<file path="config.mk">
export PLATFORM = sky130hd
export DESIGN_NAME = buck_clock_sync_and_load_monitor
export DESIGN_NICKNAME = d
export VERILOG_FILES = /design/src/design/buck_ctrl_pkg.sv /design/src/design/buck_clock_sync_and_load_monitor.sv
export SDC_FILE = /design/constraint.sdc
export NUM_CORES = 1
export LEC_CHECK = 0
export BUFFER_PORTS_ARGS = -buffer_cell sky130_fd_sc_hd__buf_2
export CAP_MARGIN = 0
export CORE_ASPECT_RATIO = 0.8
export CORE_UTILIZATION = 50
export DETAILED_ROUTE_END_ITERATION = 7
export PLACE_DENSITY = 0.71
export SLEW_MARGIN = 25
export SYNTH_ARGS = -nofsm -noshare
export SYNTH_HDL_FRONTEND = slang
export SYNTH_SLANG_ARGS = --single-unit
</file>
<file path="constraint.sdc">
create_clock -name clk -period 13.4 [get_ports clk]
set_clock_uncertainty 0.1 [all_clocks]
set_input_delay 2.68 -clock clk [delete_from_list [all_inputs] [get_ports clk]]
set_output_delay 2.68 -clock clk [all_outputs]
set_load 0.02 [all_outputs]
</file>
<file path="src/design/buck_ctrl_pkg.sv">
package buck_ctrl_pkg;

  // System clock
  localparam int CLK_NS = 100;

  // Register byte addresses
  localparam logic [7:0] ADR_SEL      = 8'h00;
  localparam logic [7:0] ADR_RES_LO   = 8'h01;
  localparam logic [7:0] ADR_RES_HI   = 8'h02;
  localparam logic [7:0] ADR_EVT      = 8'h03;
  localparam logic [7:0] ADR_MASK     = 8'h04;
  localparam logic [7:0] ADR_CLK      = 8'h05;
  localparam logic [7:0] ADR_FUNC     = 8'h06;
  localparam logic [7:0] ADR_GPIO     = 8'h07;
  localparam logic [7:0] ADR_GPIO_OUT = 8'h08;
  localparam logic [7:0] ADR_MCTRL    = 8'h09;
  localparam logic [7:0] ADR_SCTRL    = 8'h0a;
  localparam logic [7:0] ADR_ILIM     = 8'h0b;
  localparam logic [7:0] ADR_GPIO_IN  = 8'h0c;

  // Bits of top_event_reg and top_event_mask_reg
  localparam int EV_LOAD   = 0;
  localparam int EV_SYNC   = 1;
  localparam int EV_NOSYNC = 2;
  localparam int EV_W      = 3;
  localparam logic [EV_W-1:0] MASK_RST = 3'h7;

  // Master control bits
  localparam int MC_EN  = 0;
  localparam int MC_DIS = 1;

  // Clock-source field values
  localparam logic [1:0] MODE_RC     = 2'h0;
  localparam logic [1:0] MODE_AUTO   = 2'h1;
  localparam logic [1:0] MODE_ACTIVE = 2'h2;

  // Load measurement
  localparam int         PHASES      = 4;
  localparam int         LOAD_W      = 10;
  localparam int         LO_W        = 8;
  localparam logic [1:0] MASTER_PHASE = 2'h0;
  localparam logic [LOAD_W-1:0] LOAD_MAX = 10'h3ff;
  localparam int MEAS_NS     = 4000;
  localparam int MEAS_MAX_NS = 50000;
  localparam int MEAS_CYC    = (MEAS_NS + CLK_NS - 1) / CLK_NS;
  localparam int MEAS_MAX_CYC = MEAS_MAX_NS / CLK_NS;

  // Sync clock detector
  localparam int MISS_NS     = 1800;
  localparam int MISS_CYC    = MISS_NS / CLK_NS;
  localparam int DEB_NS      = 10000;
  localparam int DEB_CYC     = DEB_NS / CLK_NS;
  localparam int CHANGE_NS   = 600000;
  localparam int NS_MHZ_X10  = 10000;
  localparam int ACC_LO_NUM  = 7;
  localparam int ACC_HI_NUM  = 11;
  localparam int BYTE_BITS   = 8;

  typedef logic [LOAD_W-1:0] load_t;

  typedef struct packed {
    logic       rsv;
    logic [4:0] nominalSyncFreq;
    logic [1:0] clkMode;
  } clk_cfg_s;

  typedef struct packed {
    logic [5:0] rsv;
    logic       forceMulti;
    logic       freqSpreadingOn;
  } func_s;

  typedef struct packed {
    logic [1:0] rsv;
    logic [2:0] dirOut;
    logic [2:0] useGpio;
  } gpio_cfg_s;

  typedef struct packed {
    logic [1:0] rsv;
    logic [2:0] openDrain;
    logic [2:0] level;
  } gpio_out_s;

  typedef struct packed {
    logic [1:0] rsv;
    logic [2:0] ctl;
    logic [2:0] outputDischargeEnable;
  } slave_ctrl_s;

  typedef enum logic [3:0] {
    I2C_IDLE, I2C_ADDR, I2C_AACK_W, I2C_AACK_R, I2C_PTR, I2C_PACK,
    I2C_WDATA, I2C_WACK, I2C_RDATA, I2C_RACK
  } i2c_st_e;

endpackage

</file>
<file path="src/design/buck_clock_sync_and_load_monitor.sv">
`timescale 1ns/1ns
// How it works
// - Writing the phase-select register starts a new load measurement.
// - A measurement finishes within fifty microseconds of its start.
// - Finished measurement sets a done flag; a mask bit gates its interrupt.
// - Ten-bit result: low eight bits in one register, top two in another.
// - One result count is 20 mA; full code equals full-scale current.
// - Master selected gives summed current of all phases; slave gives its own.
// - Merged regulator takes its settings only from master control registers.
// - Slave control ignored, except discharge enable and current-limit flags.
// - Four phases start a quarter internal period apart; on the sync clock, phases offset past the next sync edge never start.
// - Frequency spreading acts on all phases only with internal RC selected.
// - Clock source and clock-change interrupts follow mode and presence; maskable.
// - Five-bit field sets expected sync clock, one to twenty-four MHz.
// - Sync clock valid only within minus 30 to plus 10 percent.
// - Missing-clock interrupt on config load in mode 1, activation in mode 2.
// - Each enable pin can be a GPIO with direction and drive type.
// - Force bit forces multiphase and fixed-frequency PWM together.
// - Mode 0 detector off, 1 standby and active, 2 active only.
// - Switch to sync clock about 600 us after valid detection.
// - Missing clock seen within 1.8 us; new clock debounced up to 10 us.
module buck_clock_sync_and_load_monitor
  import buck_ctrl_pkg::*;
#(
  parameter logic [6:0] DEV_ADDR   = 7'h2a,  // Arbitrary bus address
  parameter int         SW_PERIOD  = 40,
  parameter int         CHANGE_CYC = CHANGE_NS / CLK_NS
) (
  input  wire logic                  clk,
  input  wire logic                  sys_rst,
  input  wire logic                  sclIn,
  input  wire logic                  sdaIn,
  output logic                       sdaOut,
  output logic                       sdaOe_n,
  input  wire logic [2:0]            enIn,
  output logic [2:0]                 enOut,
  output logic [2:0]                 enOe_n,
  input  wire logic                  syncClockInput,
  input  wire logic                  devActive,
  input  wire logic                  configDone,
  input  wire load_t [PHASES-1:0]    phaseCurrent,
  input  wire logic [PHASES-1:0]     phaseCurrentLimit,
  output logic                       irq,
  output logic                       useExtClock,
  output logic                       freqSpreadActive,
  output logic [PHASES-1:0]          phaseStart,
  output logic                       regEnable,
  output logic [PHASES-1:0]          dischargeEnable,
  output logic                       forceMultiphase,
  output logic                       forcePwm,
  output logic [2:0]                 enPinLevel
);

  ////////////////////////////////////////////////////////////////////////////
  // Helpers

  function automatic logic freqOk(input logic [11:0] per, input logic [4:0] f);
    int unsigned p;
    p = int'(per) * CLK_NS * int'(f);
    return (p * ACC_LO_NUM <= NS_MHZ_X10) && (p * ACC_HI_NUM >= NS_MHZ_X10);
  endfunction

  function automatic load_t sumSat(input load_t [PHASES-1:0] c);
    logic [LOAD_W+1:0] s;
    s = '0;
    for (int i = 0; i < PHASES; i++) begin
      s = s + {2'h0, c[i]};
    end
    return (s > {2'h0, LOAD_MAX}) ? LOAD_MAX : s[LOAD_W-1:0];
  endfunction

  ////////////////////////////////////////////////////////////////////////////
  // Pin synchronisers; first stages feed only the second stages

  logic sclM, sclS, sclD, sdaM, sdaS, sdaD, syM, syS, syD;
  logic [2:0] enM, enS;
  load_t [PHASES-1:0] curM, curS, curQ, curV;

  always_ff @(posedge clk) begin
    {sclM, sclS, sclD} <= {sclIn, sclM, sclS};
    {sdaM, sdaS, sdaD} <= {sdaIn, sdaM, sdaS};
    {syM, syS, syD}    <= {syncClockInput, syM, syS};
    {enM, enS}         <= {enIn, enM};
    {curM, curS}       <= {phaseCurrent, curM};
    curQ               <= curS;
    curV               <= (curS == curQ) ? curS : curV;  // Skewed bus words never used
  end

  // Bus conditions
  wire startC = sclS & sdaD & ~sdaS;
  wire stopC  = sclS & ~sdaD & sdaS;
  wire sclRise = sclS & ~sclD;
  wire sclFall = ~sclS & sclD;
  wire extEdge = syS & ~syD;

  ////////////////////////////////////////////////////////////////////////////
  // Serial register port; standard and fast mode only at this clock rate

  i2c_st_e    st;
  logic [3:0] bitCnt;
  logic [7:0] shft, ptr, rdData;
  logic       drvLow;
  wire rxState = (st == I2C_ADDR) | (st == I2C_PTR) | (st == I2C_WDATA);
  wire byteDone = bitCnt == 4'(BYTE_BITS);
  wire wrStb = sclFall & (st == I2C_WDATA) & byteDone;
  wire [7:0] wrData = shft;

  always_ff @(posedge clk) begin
    if (sys_rst) begin
      st <= I2C_IDLE;
      bitCnt <= '0;
      shft <= '0;
      ptr <= '0;
      drvLow <= 1'b0;
    end else if (startC) begin
      st <= I2C_ADDR;
      bitCnt <= '0;
      drvLow <= 1'b0;
    end else if (stopC) begin
      st <= I2C_IDLE;
      drvLow <= 1'b0;
    end else if (sclRise && rxState) begin
      shft <= {shft[6:0], sdaS};
      bitCnt <= bitCnt + 4'h1;
    end else if (sclRise && st == I2C_RACK && sdaS) begin
      st <= I2C_IDLE;  // Master NACK ends the read
    end else if (sclFall) begin
      unique case (st)
        I2C_ADDR: if (byteDone) begin
          drvLow <= shft[7:1] == DEV_ADDR;
          st <= (shft[7:1] != DEV_ADDR) ? I2C_IDLE : shft[0] ? I2C_AACK_R : I2C_AACK_W;
        end
        I2C_PTR: if (byteDone) begin
          ptr <= shft;
          drvLow <= 1'b1;
          st <= I2C_PACK;
        end
        I2C_WDATA: if (byteDone) begin
          ptr <= ptr + 8'h01;
          drvLow <= 1'b1;
          st <= I2C_WACK;
        end
        I2C_AACK_W, I2C_PACK, I2C_WACK: begin
          drvLow <= 1'b0;
          bitCnt <= '0;
          st <= (st == I2C_AACK_W) ? I2C_PTR : I2C_WDATA;
        end
        I2C_AACK_R, I2C_RACK: begin
          shft <= rdData;
          drvLow <= ~rdData[7];
          bitCnt <= 4'h1;
          ptr <= ptr + 8'h01;
          st <= I2C_RDATA;
        end
        I2C_RDATA: if (byteDone) begin
          drvLow <= 1'b0;
          st <= I2C_RACK;
        end else begin
          drvLow <= ~shft[6];
          shft <= {shft[6:0], 1'b0};
          bitCnt <= bitCnt + 4'h1;
        end
        I2C_IDLE: ;
        default: st <= I2C_IDLE;
      endcase
    end
  end

  // Open-drain data line
  assign sdaOut = 1'b0;
  assign sdaOe_n = ~drvLow;

  ////////////////////////////////////////////////////////////////////////////
  // Register file

  logic [1:0]        selPhase;
  load_t             result;
  logic [EV_W-1:0]   evt, mask;
  clk_cfg_s          clkCfg;
  func_s             func;
  gpio_cfg_s         gpioCfg;
  gpio_out_s         gpioOut;
  logic [1:0]        masterCtrl;
  slave_ctrl_s       slaveCtrl;
  logic [PHASES-1:0] ilimFlags;
  logic              measBusy, syncPresent, syncEv, noSyncEv;
  logic [5:0]        measCnt;

  wire selWrite = wrStb & (ptr == ADR_SEL);
  wire measDone = measBusy & (measCnt == 6'(MEAS_CYC - 1)) & ~selWrite;
  wire [EV_W-1:0] evtClr = (wrStb && ptr == ADR_EVT) ? wrData[EV_W-1:0] : '0;
  wire [EV_W-1:0] evtSet = {noSyncEv, syncEv, measDone};
  wire [PHASES-1:0] ilimClr = (wrStb && ptr == ADR_ILIM) ? wrData[PHASES-1:0] : '0;
  wire [EV_W-1:0] next_evt = (evt & ~evtClr) | evtSet;  // Set wins over clear
  wire load_t measValue = (selPhase == MASTER_PHASE) ? sumSat(curV) : curV[selPhase];

  // Read mux
  always_comb begin
    unique case (ptr)
      ADR_SEL:      rdData = {6'h00, selPhase};
      ADR_RES_LO:   rdData = result[LO_W-1:0];
      ADR_RES_HI:   rdData = {6'h00, result[LOAD_W-1:LO_W]};
      ADR_EVT:      rdData = {5'h00, evt};
      ADR_MASK:     rdData = {5'h00, mask};
      ADR_CLK:      rdData = clkCfg;
      ADR_FUNC:     rdData = func;
      ADR_GPIO:     rdData = gpioCfg;
      ADR_GPIO_OUT: rdData = gpioOut;
      ADR_MCTRL:    rdData = {6'h00, masterCtrl};
      ADR_SCTRL:    rdData = slaveCtrl;
      ADR_ILIM:     rdData = {4'h0, ilimFlags};
      ADR_GPIO_IN:  rdData = {5'h00, enS};
      default:      rdData = 8'h00;
    endcase
  end

  // Software writes
  always_ff @(posedge clk) begin
    if (sys_rst) begin
      mask <= MASK_RST;
      clkCfg <= '0;
      func <= '0;
      gpioCfg <= '0;
      gpioOut <= '0;
      masterCtrl <= '0;
      slaveCtrl <= '0;
    end else if (wrStb) begin
      unique case (ptr)
        ADR_MASK:     mask <= wrData[EV_W-1:0];
        ADR_CLK:      clkCfg <= wrData;
        ADR_FUNC:     func <= {6'h00, wrData[1:0]};
        ADR_GPIO:     gpioCfg <= {2'h0, wrData[5:0]};
        ADR_GPIO_OUT: gpioOut <= {2'h0, wrData[5:0]};
        ADR_MCTRL:    masterCtrl <= wrData[1:0];
        ADR_SCTRL:    slaveCtrl <= {2'h0, wrData[5:0]};
        default: ;
      endcase
    end
  end

  // Sticky flags and interrupt line
  always_ff @(posedge clk) begin
    if (sys_rst) begin
      evt <= '0;
      ilimFlags <= '0;
      irq <= 1'b0;
    end else begin
      evt <= next_evt;
      ilimFlags <= (ilimFlags & ~ilimClr) | phaseCurrentLimit;
      irq <= |(next_evt & ~mask);
    end
  end

  ////////////////////////////////////////////////////////////////////////////
  // Load measurement; a rewrite restarts the sequence

  always_ff @(posedge clk) begin
    if (sys_rst) begin
      measBusy <= 1'b0;
      measCnt <= '0;
      selPhase <= MASTER_PHASE;
      result <= '0;
    end else if (selWrite) begin
      measBusy <= 1'b1;
      measCnt <= '0;
      selPhase <= wrData[1:0];
    end else if (measDone) begin
      measBusy <= 1'b0;
      result <= measValue;
    end else if (measBusy) begin
      measCnt <= measCnt + 6'h01;
    end
  end

  ////////////////////////////////////////////////////////////////////////////
  // Sync clock detector; frequencies above the sample rate are not measurable

  logic [11:0] perCnt;
  logic [7:0]  debCnt;
  logic [15:0] chgCnt;
  logic        goodRun, cfgD, actD;
  wire detOn = (clkCfg.clkMode == MODE_AUTO) |
               ((clkCfg.clkMode == MODE_ACTIVE) & devActive);
  wire goodEdge = extEdge & freqOk(perCnt, clkCfg.nominalSyncFreq);
  wire lost = (perCnt == 12'(MISS_CYC)) | (extEdge & ~goodEdge);
  wire next_present = detOn & (syncPresent ? ~lost : debCnt == 8'(DEB_CYC));

  always_ff @(posedge clk) begin
    if (sys_rst || !detOn) begin
      perCnt <= '0;
      goodRun <= 1'b0;
      debCnt <= '0;
    end else begin
      perCnt <= extEdge ? 12'h001 : perCnt + {11'h000, ~&perCnt};
      goodRun <= goodEdge | (goodRun & ~lost);
      debCnt <= (lost || !goodRun) ? 8'h00 : debCnt + {7'h00, debCnt != 8'(DEB_CYC)};
    end
  end

  // Presence, changeover and events
  always_ff @(posedge clk) begin
    if (sys_rst) begin
      syncPresent <= 1'b0;
      useExtClock <= 1'b0;
      chgCnt <= '0;
      cfgD <= 1'b0;
      actD <= 1'b0;
      syncEv <= 1'b0;
      noSyncEv <= 1'b0;
    end else begin
      syncPresent <= next_present;
      syncEv <= detOn & (next_present != syncPresent);
      chgCnt <= (syncPresent && !useExtClock) ? chgCnt + 16'h0001 : '0;
      if (!syncPresent)
        useExtClock <= 1'b0;
      else if (chgCnt == 16'(CHANGE_CYC))
        useExtClock <= 1'b1;
      cfgD <= configDone;
      actD <= devActive;
      noSyncEv <= ~syncPresent &
        (((clkCfg.clkMode == MODE_AUTO) & configDone & ~cfgD) |
         ((clkCfg.clkMode == MODE_ACTIVE) & devActive & ~actD));
    end
  end

  ////////////////////////////////////////////////////////////////////////////
  // Phase interleave; spreading dithers the internal period

  logic [7:0] phCnt;
  logic [1:0] dith;
  wire [7:0] period = 8'(SW_PERIOD) + (freqSpreadActive ? {6'h00, dith} : 8'h00);
  wire wrap = (phCnt >= period - 8'h01) | (useExtClock & extEdge);

  always_ff @(posedge clk) begin
    if (sys_rst) begin
      phCnt <= '0;
      dith <= '0;
      phaseStart <= '0;
      freqSpreadActive <= 1'b0;
    end else begin
      phCnt <= wrap ? 8'h00 : phCnt + 8'h01;
      dith <= dith + {1'b0, wrap};
      freqSpreadActive <= func.freqSpreadingOn & (clkCfg.clkMode == MODE_RC);
      for (int i = 0; i < PHASES; i++) begin
        phaseStart[i] <= phCnt == 8'((i * int'(period)) / PHASES);
      end
    end
  end

  ////////////////////////////////////////////////////////////////////////////
  // Regulator controls and enable-pin GPIOs

  always_ff @(posedge clk) begin
    if (sys_rst) begin
      regEnable <= 1'b0;
      dischargeEnable <= '0;
      forceMultiphase <= 1'b0;
      forcePwm <= 1'b0;
      enOut <= '0;
      enOe_n <= '1;
      enPinLevel <= '0;
    end else begin
      regEnable <= masterCtrl[MC_EN];
      dischargeEnable <= {slaveCtrl.outputDischargeEnable, masterCtrl[MC_DIS]};
      forceMultiphase <= func.forceMulti;
      forcePwm <= func.forceMulti;
      enOut <= gpioOut.level & ~gpioOut.openDrain;
      enOe_n <= ~(gpioCfg.useGpio & gpioCfg.dirOut &
                  (~gpioOut.openDrain | ~gpioOut.level));
      enPinLevel <= enS & ~gpioCfg.useGpio;
    end
  end

  ////////////////////////////////////////////////////////////////////////////
  // Checks

  localparam int MEAS_LIM = MEAS_MAX_CYC;  // Longest allowed sequence
endmodule

</file>
==> results of run 1 <==
worst max path at each step:
stage / slack [ns] / cells past startpoint / startpoint / endpoint
2_1_floorplan: 3.68 / 40 / perCnt[2] / syncEv
3_3_place_gp: 2.73 / 39 / perCnt[2] / syncPresent
3_5_place_dp: 2.39 / 40 / perCnt[2] / syncPresent
4_1_cts: 2.36 / 40 / perCnt[2] / syncPresent
5_1_grt: 1.64 / 40 / perCnt[2] / syncPresent
6_report: 2.38 / 40 / perCnt[2] / syncPresent
routing by layer:
metal  up-vias  wire length, um
met4         0              831
li1       7548                -
met2       426            18700
met3        70             2930
met1      7296            21800
met5         -                0
critical path: cells and delay by family, from the launching register on:
family                     cells  cell delay [ns]
adders and majority gates     11             4.36
buffers and inverters          3             0.20
DFF                            1             0.49
and+or+nand+nor                3             0.46
xor gates and xnor gates       2             0.54
AOI/OAI and AO/OA             21             4.74
cell type report:
| type | instances | area (um^2) |
|---|---|---|
| antenna | 2 | 5.00 |
| clock buffer | 36 | 846 |
| clock inverter | 22 | 219 |
| fill | 3557 | 18100 |
| inverter | 195 | 732 |
| multi-input combinational | 1549 | 12500 |
| sequential | 333 | 7070 |
| tap | 544 | 681 |
| timing repair buffer | 84 | 438 |
stage by stage:
stage | utilization (%) | hold WS [ns] | power (mW)
2_1_floorplan | - | 0.210 | 1.09
3_3_place_gp | 52.7 | 0.211 | 1.11
3_5_place_dp | 52.7 | 0.212 | 1.11
4_1_cts | 55.4 | 0.226 | 2.01
5_1_grt | 55.4 | 0.233 | 2.05
6_report | 55.4 | 0.223 | 1.99
kinds of logic (layout without fill, tap and decap cells):
| group | after synthesis | after routing |
|---|---|---|
| simple gates | 629 | 629 |
| compound gates | 409 | 409 |
| flops | 333 | 333 |
| fa+ha+maj | 298 | 298 |
| buf+inv | 280 | 337 |
| xor+xnor | 138 | 138 |
| mux | 72 | 72 |
| other cells | 1 | 5 |
power by group through the flow:
stage	clock network, mW	registers (mW)	logic, mW
3_5_place_dp	0	1.07	0.0381
4_1_cts	0.919	1.05	0.0385
2_1_floorplan	0	1.07	0.0244
3_3_place_gp	0	1.07	0.0369
5_1_grt	0.957	1.05	0.0427
6_report	0.904	1.05	0.0383
cell usage after synthesis, types with 29 or more instances:
master | n | area share, %
dfxtp_1 | 293 | 28
inv_1 | 195 | 3.5
ha_1 | 185 | 11
nor2_1 | 165 | 3.0
nand2_1 | 136 | 2.5
fa_1 | 113 | 11
a21oi_1 | 108 | 2.6
xor2_1 | 75 | 3.2
and2_1 | 68 | 2.1
clkbuf_1 | 68 | 1.2
mux2i_1 | 66 | 3.2
o21ai_0 | 63 | 1.5
xnor2_1 | 63 | 2.7
nand3_1 | 44 | 1.1
edfxtp_1 | 40 | 5.8
nand2b_1 | 37 | 1.1
a22oi_1 | 36 | 1.3
nor3_1 | 31 | 0.75
a211oi_1 | 29 | 1.1
registers in the layout, indices dropped and copies added, names as in the netlist, 8 cells and up:
register and flops:
curM 40, curQ 40, curS 40, curV 40, chgCnt 16, perCnt 12
result 10, clkCfg 8, debCnt 8, phCnt 8, ptr 8, shft 8
==> results.md, run 1 <==
* Yosys reg bits at 333
* Total CTS buffers at 31
* Initial antenna violation count at 2
* Vias in the first global route at 14800
* CTS tree: done
* Vias at 15300
* Core ar. at 40600 um^2
* Starting Density at 50.8%
* CTS HTree Levels at 1
* Port Buffers at 77
* DRT Wirelength at 44200 um
* Layout cells sized above 1 at 8.11%
* First-pass GRT wire length at 73900 um
* XOR/XNOR Fraction of Synth Area at 5.86%
* Leak at 10.1 nW
* Die width at 229 um
* Final hold violations at 0
* Final #Nets at 2546
* Clk Latency, worst-skew pair at 0.59 ns
* Total GRT Usage at 21.0%
* Max IR drop VDD at 0.126 mV
* Drt first pass iters at 5
* CTS Sinks at 333
* Yosys cell types at 86
* Cell Area, Synth at 20600 um^2
* Met1 Track Usage GR at 31.5%
* Num ports at 79
* TNS Setup at 0 ns
* Cell Area, Placed at 21400 um^2
* Number of synthesized flops with an enable pin at 40
* Int Power at 1.55 mW
* Crit path launch type: register
* Gr busiest metal: met1
* Warnings from Yosys at 0
* CTS clk-pin slew, worst paths at 0.07 ns
* Via/cell ratio at 5.55
* DRC viols at 0
* Adder-cell share of the synthesized area at 22.2%
* Post-DP HPWL at 34500 um
* Crit path DAT at 11.35 ns
* Final setup violation count at 0
* Critical path's slowest cell: o211ai_1
* CP Max Fanout at 11
* Overflow after GRT at 0
* Final WS setup at 2.38 ns
* Post_cts resized at 0
* Ys async rst share at 0%
* Commonest non-fill, non-tap cell in the layout: dfxtp_1
* Logic gate share of total power at 1.9%
* Max clock buf depth at 3
* Status: completed
* Register area share after synthesis at 34.3%
* Dpl ws at 2.39 ns
* Worst R2R Start: perCnt[2]
* Die H at 184 um
* DP Cell Count at 2705
* Setup CP Type: register to register
* CP endpoint kind: register
* Iter 0 DRT Violations at 1055
* Synthesis-to-finish area growth at 9.08%
* DIE AREA at 42100 um^2
* WL per Instance at 16.0 um
* Worst Hold Class: register to register
* Fin crit period at 11.02 ns
* Sw Share at 22.0%
* DRT antenna net count at 0
* Final cycle utilization of the critical path at 82.2%
* Reg power frac at 52.7%
* Simple-gate share of the synthesized area at 15.6%
* PD cells at 88.5 nW/um^2
* Largest net degree at the start of global routing at 84
* Total of max-cap violations at 0
* Final slew viol count at 0
* Most frequent cells in the layout: 293 x dfxtp_1, 195 x inv_1, 185 x ha_1
* RR Endpoint: syncPresent
* Hold Path End: curS[37]
* RSZ-0062 raised after global routing: false
* Worst-case reg-to-reg path depth at 40
* Clock root buffer: clkbuf_16
* HP Start: curM[37]
* Post-Synthesis Cells at 2160
* Non-Filler Cell Area, Final at 22500 um^2
* CP max stage delay at 0.76 ns
* Max Clk Rate at 90.7 MHz
* Most used flip-flop cell after synthesis: dfxtp_1
* Final std cells w/o fill at 2765
* Relative slew slack at 37.0%
* Multiplexer share of the synthesized area at 3.53%
* Hold Path Stages at 0
* CTS hold repair buffers at 0
* Post-synthesis compound-gate area fraction at 13.4%
* Worst-Margin Slew at 0.938 ns
* GR Util met3 at 4.00%
* Average size of a mapped cell at 9.55 um^2
* Switch Pwr at 0.439 mW
* Clock power share at 45.4%
* Met2 usage at 31.3%
* Req. time, crit path at 13.73 ns
* # rows at 66
* Worst reg-to-reg setup slack at 2.38 ns
* Post-CTS Setup Bufs at 0
* Largest family of logic cells by synthesized area: adder cells
* Gpl congestion at 0.960
(Power assumes the default switching activity.)
==> run 2, diff against run 1 <==
Settings changed: ABC_AREA set to 1.
Clock period 13.4 ns to 10.25 ns, I/O delays scaled along.
==> results.md, run 2 <==
* Port Buffers at 77
* Post-synth top area cell: dfxtp_1
* Relative slew slack at 21.8%
* Drt first pass iters at 6
* Int Power at 2.11 mW
* CTS tree: done
* Total Power at 2.69 mW
* Switch Pwr at 0.585 mW
* Most frequent cells in the layout: 531 x nand2_1, 474 x inv_1, 292 x dfxtp_1
* Total of max-cap violations at 0
* DIE AREA at 42800 um^2
* Worst Hold Class: register to register
* Crit path buf inv count at 6
* Iter 0 DRT Violations at 1209
* Warnings from Yosys at 0
* Clock power share at 46.8%
* Final #Nets at 3099
* First-pass GRT wire length at 81900 um
* Core ar. at 41000 um^2
* Req. time, crit path at 10.62 ns
* Die H at 185 um
* Overflow after GRT at 0
* Crit path DAT at 9.95 ns
* Vias in the first global route at 16900
* CP max stage delay at 0.65 ns
* Die width at 231 um
* Register area share after synthesis at 33.7%
* TNS Setup at 0 ns
* Most used flip-flop cell after synthesis: dfxtp_1
* Starting Density at 51.1%
* Final hold violations at 0
* N_diodes at 0
* Synth top cells by count: 532 x nand2_1, 474 x inv_1, 293 x dfxtp_1
* Synth top area share at 27.9%
* Total GRT Usage at 23.4%
* Synthesis-to-finish area growth at 10.5%
* Crit path launch type: register
* Yosys reg bits at 333
* PD cells at 116 nW/um^2
* Gpl congestion at 0.966
* Number of synthesized flops with an enable pin at 40
* Post-DP HPWL at 38800 um
* Clock root buffer: clkbuf_16
* Post-Synthesis Cells at 2659
* Logic gate share of total power at 2.3%
* # rows at 66
* Setup CP Type: register to register
* Via/cell ratio at 5.19
* Layout cells sized above 1 at 7.72%
* Cell with the most instances after synthesis: nand2_1
* RSZ-0062 raised after global routing: false
* Vias at 17200
* Total CTS buffers at 34
* CP endpoint kind: register
* Status: completed
* Commonest non-fill, non-tap cell in the layout: nand2_1
* Largest net degree at the start of global routing at 56
* DRC viols at 0
* Max clock buf depth at 3
* CTS HTree Levels at 2
* Leak at 11.3 nW
* Final cycle utilization of the critical path at 93.4%
* CTS clk-pin slew, worst paths at 0.06 ns
* DRT Wirelength at 48900 um
* Max Clk Rate at 104 MHz
* Yosys cell types at 59
* Cell Area, Synth at 21000 um^2
* Final slew viol count at 0
* Critical path's slowest cell: xnor2_1
* CTS Sinks at 333
* Reg power frac at 50.9%
* WL per Instance at 14.7 um
* DRT antenna net count at 0
* Clk Latency, worst-skew pair at 0.54 ns
* Max IR drop VDD at 0.159 mV
* CP Max Fanout at 9
* Final setup violation count at 0
* Ys async rst share at 0%
* Ranking of synthesized cells by area: dfxtp_1 28%, ha_1 11%, fa_1 11%
* Sw Share at 21.7%
* Largest delay share family, worst path: adder cells
* Initial antenna violation count at 0
* Num ports at 79
* Worst-Margin Slew at 1.16 ns
* Fin crit period at 9.58 ns
* Average size of a mapped cell at 7.89 um^2
-- run 2: cell type report --
type                            count  area [um^2]
Fill cell                        3768        17800
Multi-Input combinational cell   1801        12000
Sequential cell                   333         7070
Inverter                          491         1840
Clock buffer                       47         1010
Tap cell                          544          681
Timing Repair Buffer               86          453
Clock inverter                     15          154
-- run 2: timing repair --
item,4_1_cts,5_1_grt
hold buffers,0,0
buffers inserted,0,0
endpoints found under the setup margin,0,11
resized for setup,0,11
-- run 2: logic make-up (layout without fill, tap and decap cells) --
family                   Yosys count  after routing  share of synthesized area (%)
XOR/XNOR                          88             88                           3.67
flip-flops                       333            333                           33.7
other                              1              3                         0.0179
buffers and inverters            527            639                           9.52
AND/OR/NAND/NOR                 1016           1016                           20.8
adder cells (fa/ha/maj)          298            298                           21.8
AO/OA/AOI/OAI                    396            396                           10.5
-- run 2: power by group through the flow --
stage / Combinational [mW] / Clock (mW) / Sequential (mW)
floorplan: 0.0391 / 0 / 1.39
global placement: 0.0586 / 0 / 1.40
detailed placement: 0.0603 / 0 / 1.40
CTS: 0.0609 / 1.29 / 1.37
global route: 0.0684 / 1.34 / 1.37
finish: 0.0609 / 1.26 / 1.37
-- run 2: layer usage --
layer | track usage (%) | vias up | share of wire, % | wire length, um
met3 | 3.53 | 83 | 6.1 | 3000
met4 | 7.68 | 0 | 2.8 | 1370
met1 | 31.7 | 7986 | 47 | 22800
met5 | 0 | - | 0 | 0
met2 | 38.3 | 483 | 44 | 21700
li1 | - | 8674 | - | -
-- run 2: final timing paths --
check	start	to	slack, ns	depth (start not counted)
max	perCnt[2]	debCnt[7]	0.67	42
min	curM[8]	curS[8]	0.23	0
max reg2reg	perCnt[2]	debCnt[7]	0.67	42
min reg2reg	curM[8]	curS[8]	0.23	0
-- run 2: stage by stage --
step                      util [%]  cells  setup slack [ns]  hold WS (ns)  instance area (um^2)
after floorplan                  -   2661              1.54         0.210                 21000
after global placement        53.6   3255             0.671         0.210                 22000
after detailed placement      53.6   3255             0.409         0.212                 22000
after CTS                     56.4   3317             0.444         0.226                 23100
after global routing          56.5   3317            0.0295         0.232                 23200
final                         56.5   3317             0.674         0.226                 23200
==> run 3, diff against run 2 <==
Settings changed: ABC_AREA 1 to unset.
==> results.md, run 3 (same netlist as run 1, synthesis figures left out) <==
* Status: completed
* Min Hold Slack at 0.226 ns
* # rows at 66
* Synthesis-to-finish area growth at 9.78%
* Final setup violation count at 0
* Routed wl met2 at 18900 um
* Clk Latency, worst-skew pair at 0.59 ns
* Dpl ws at 0.0190 ns
* Most frequent cells in the layout: 291 x dfxtp_1, 195 x inv_1, 183 x ha_1
* Crit path DAT at 10.24 ns
* Die width at 229 um
* Cell Area, Placed at 21500 um^2
* Post-DP HPWL at 35100 um
* Crit path launch type: register
* Vias in the first global route at 14700
* HP Start: sclM
* Die H at 184 um
* DRC viols at 0
* Final slew viol count at 0
* Drt first pass iters at 6
* CP endpoint kind: register
* Total Power at 2.54 mW
* First-pass GRT wire length at 74700 um
* Max clock buf depth at 3
* Via/cell ratio at 5.49
* Initial antenna violation count at 5
* DRT Wirelength at 44600 um
* Setup CP Type: register to register
* Gpl congestion at 0.951
* Met1 wire length at 22400 um
* Worst-Margin Slew at 0.942 ns
* Hold Path End: sclS
* Final WS setup at 0.442 ns
* Total GRT Usage at 21.3%
* Non-Filler Cell Area, Final at 22600 um^2
* Sw Share at 21.3%
* CTS HTree Levels at 1
* Worst R2R Start: perCnt[3]
* WL met3 at 2640 um
* Overflow after GRT at 0
* Logic gate share of total power at 2.0%
* TNS Setup at 0 ns
* Total of max-cap violations at 0
* Core Util, Final at 55.7%
* Relative slew slack at 36.9%
* DP Cell Count at 2714
* Hold Path Stages at 0
* CTS tree: done
* Top Layer Used: met5
* Worst reg-to-reg setup slack at 0.44 ns
* Req. time, crit path at 10.68 ns
* CTS hold repair buffers at 0
* Switch Pwr at 0.543 mW
* Vias at 15300
* CP Max Fanout at 6
* Int Power at 2.00 mW
* Worst-case reg-to-reg path depth at 40
* Reg power frac at 53.9%
* DRT antenna net count at 0
* Commonest non-fill, non-tap cell in the layout: dfxtp_1
* Final #Nets at 2558
* Leak at 10.2 nW
* Max Clk Rate at 102 MHz
* CP startpoint: perCnt[3]
* Fin crit period at 9.81 ns
* CTS clk-pin slew, worst paths at 0.07 ns
* CP max stage delay at 0.54 ns
* Final std cells w/o fill at 2777
* Port Buffers at 77
* Clock root buffer: clkbuf_16
* Final hold violations at 0
* Iter 0 DRT Violations at 1168
* Max IR drop VDD at 0.169 mV
* Total CTS buffers at 30
* RR Endpoint: syncEv
* Num ports at 79
* DIE AREA at 42100 um^2
* Worst Hold Class: register to register
* Clock power share at 44.1%
* PD cells at 112 nW/um^2
* Final cycle utilization of the critical path at 95.7%
* Core ar. at 40600 um^2
* CTS Sinks at 333
* Critical path's slowest cell: fa_1
* Largest net degree at the start of global routing at 84
* Starting Density at 50.8%
* WL per Instance at 16.1 um
* Layout cells sized above 1 at 9.24%
## run 3: cell types whose count changed in the layout (fill, tap and decap cells not counted), sizes merged, moves of 24 or more
cell | before | now
a21oi | 192 | 109
a22oi | 0 | 36
and2 | 1 | 68
inv | 488 | 200
mux2i | 0 | 66
nand2 | 544 | 137
nand2b | 0 | 37
nand3 | 110 | 44
nor2 | 241 | 165
nor2b | 0 | 24
o21ai | 118 | 64
xnor2 | 39 | 63
xor2 | 49 | 75
## run 3: worst max-delay path by stage
stage / slack, ns / cells past startpoint / end
2_1_floorplan: 0.53 / 40 / syncEv
3_3_place_gp: 0.26 / 41 / syncPresent
3_5_place_dp: 0.02 / 41 / syncPresent
4_1_cts: 0.05 / 41 / syncEv
5_1_grt: -0.02 / 38 / syncPresent
6_report: 0.44 / 40 / syncEv
## run 3: layout make-up
class                   count  area (um^2)
clock buffers              42          868
repair buffers             97          533
multi-input cells        1549        12600
inverters                 195          732
diodes                      3         7.51
clock inverters            14          146
fillers                  3605        18000
well taps                 544          681
flip-flops and latches    333         7070
## run 3: power groups by stage
stage	clock (mW)	sequential [mW]	combinational, mW
after global placement	0	1.40	0.0479
after detailed placement	0	1.40	0.0498
after CTS	1.15	1.37	0.0502
after floorplan	0	1.39	0.0319
after global routing	1.20	1.37	0.0560
final	1.12	1.37	0.0500
## run 3: what timing repair did
| item | in CTS | in global routing |
|---|---|---|
| gates resized for setup | 0 | 25 |
| buffers inserted | 0 | 3 |
| endpoints found under the setup margin | 0 | 11 |
## run 3: critical path, delay by kind of cell (launching register included)
kind | cells | cell delay, ns
fa+ha+maj | 11 | 4.31
compound gates | 14 | 2.64
simple gates | 7 | 1.44
buf+inv | 6 | 0.48
flops | 1 | 0.36
mux | 1 | 0.27
xor+xnor | 1 | 0.16
## run 3: metal layers
metal	vias up	track usage, %
li1	7557	-
met1	7269	32.1
met2	368	32.0
met3	56	3.88
met4	2	3.36
met5	-	0
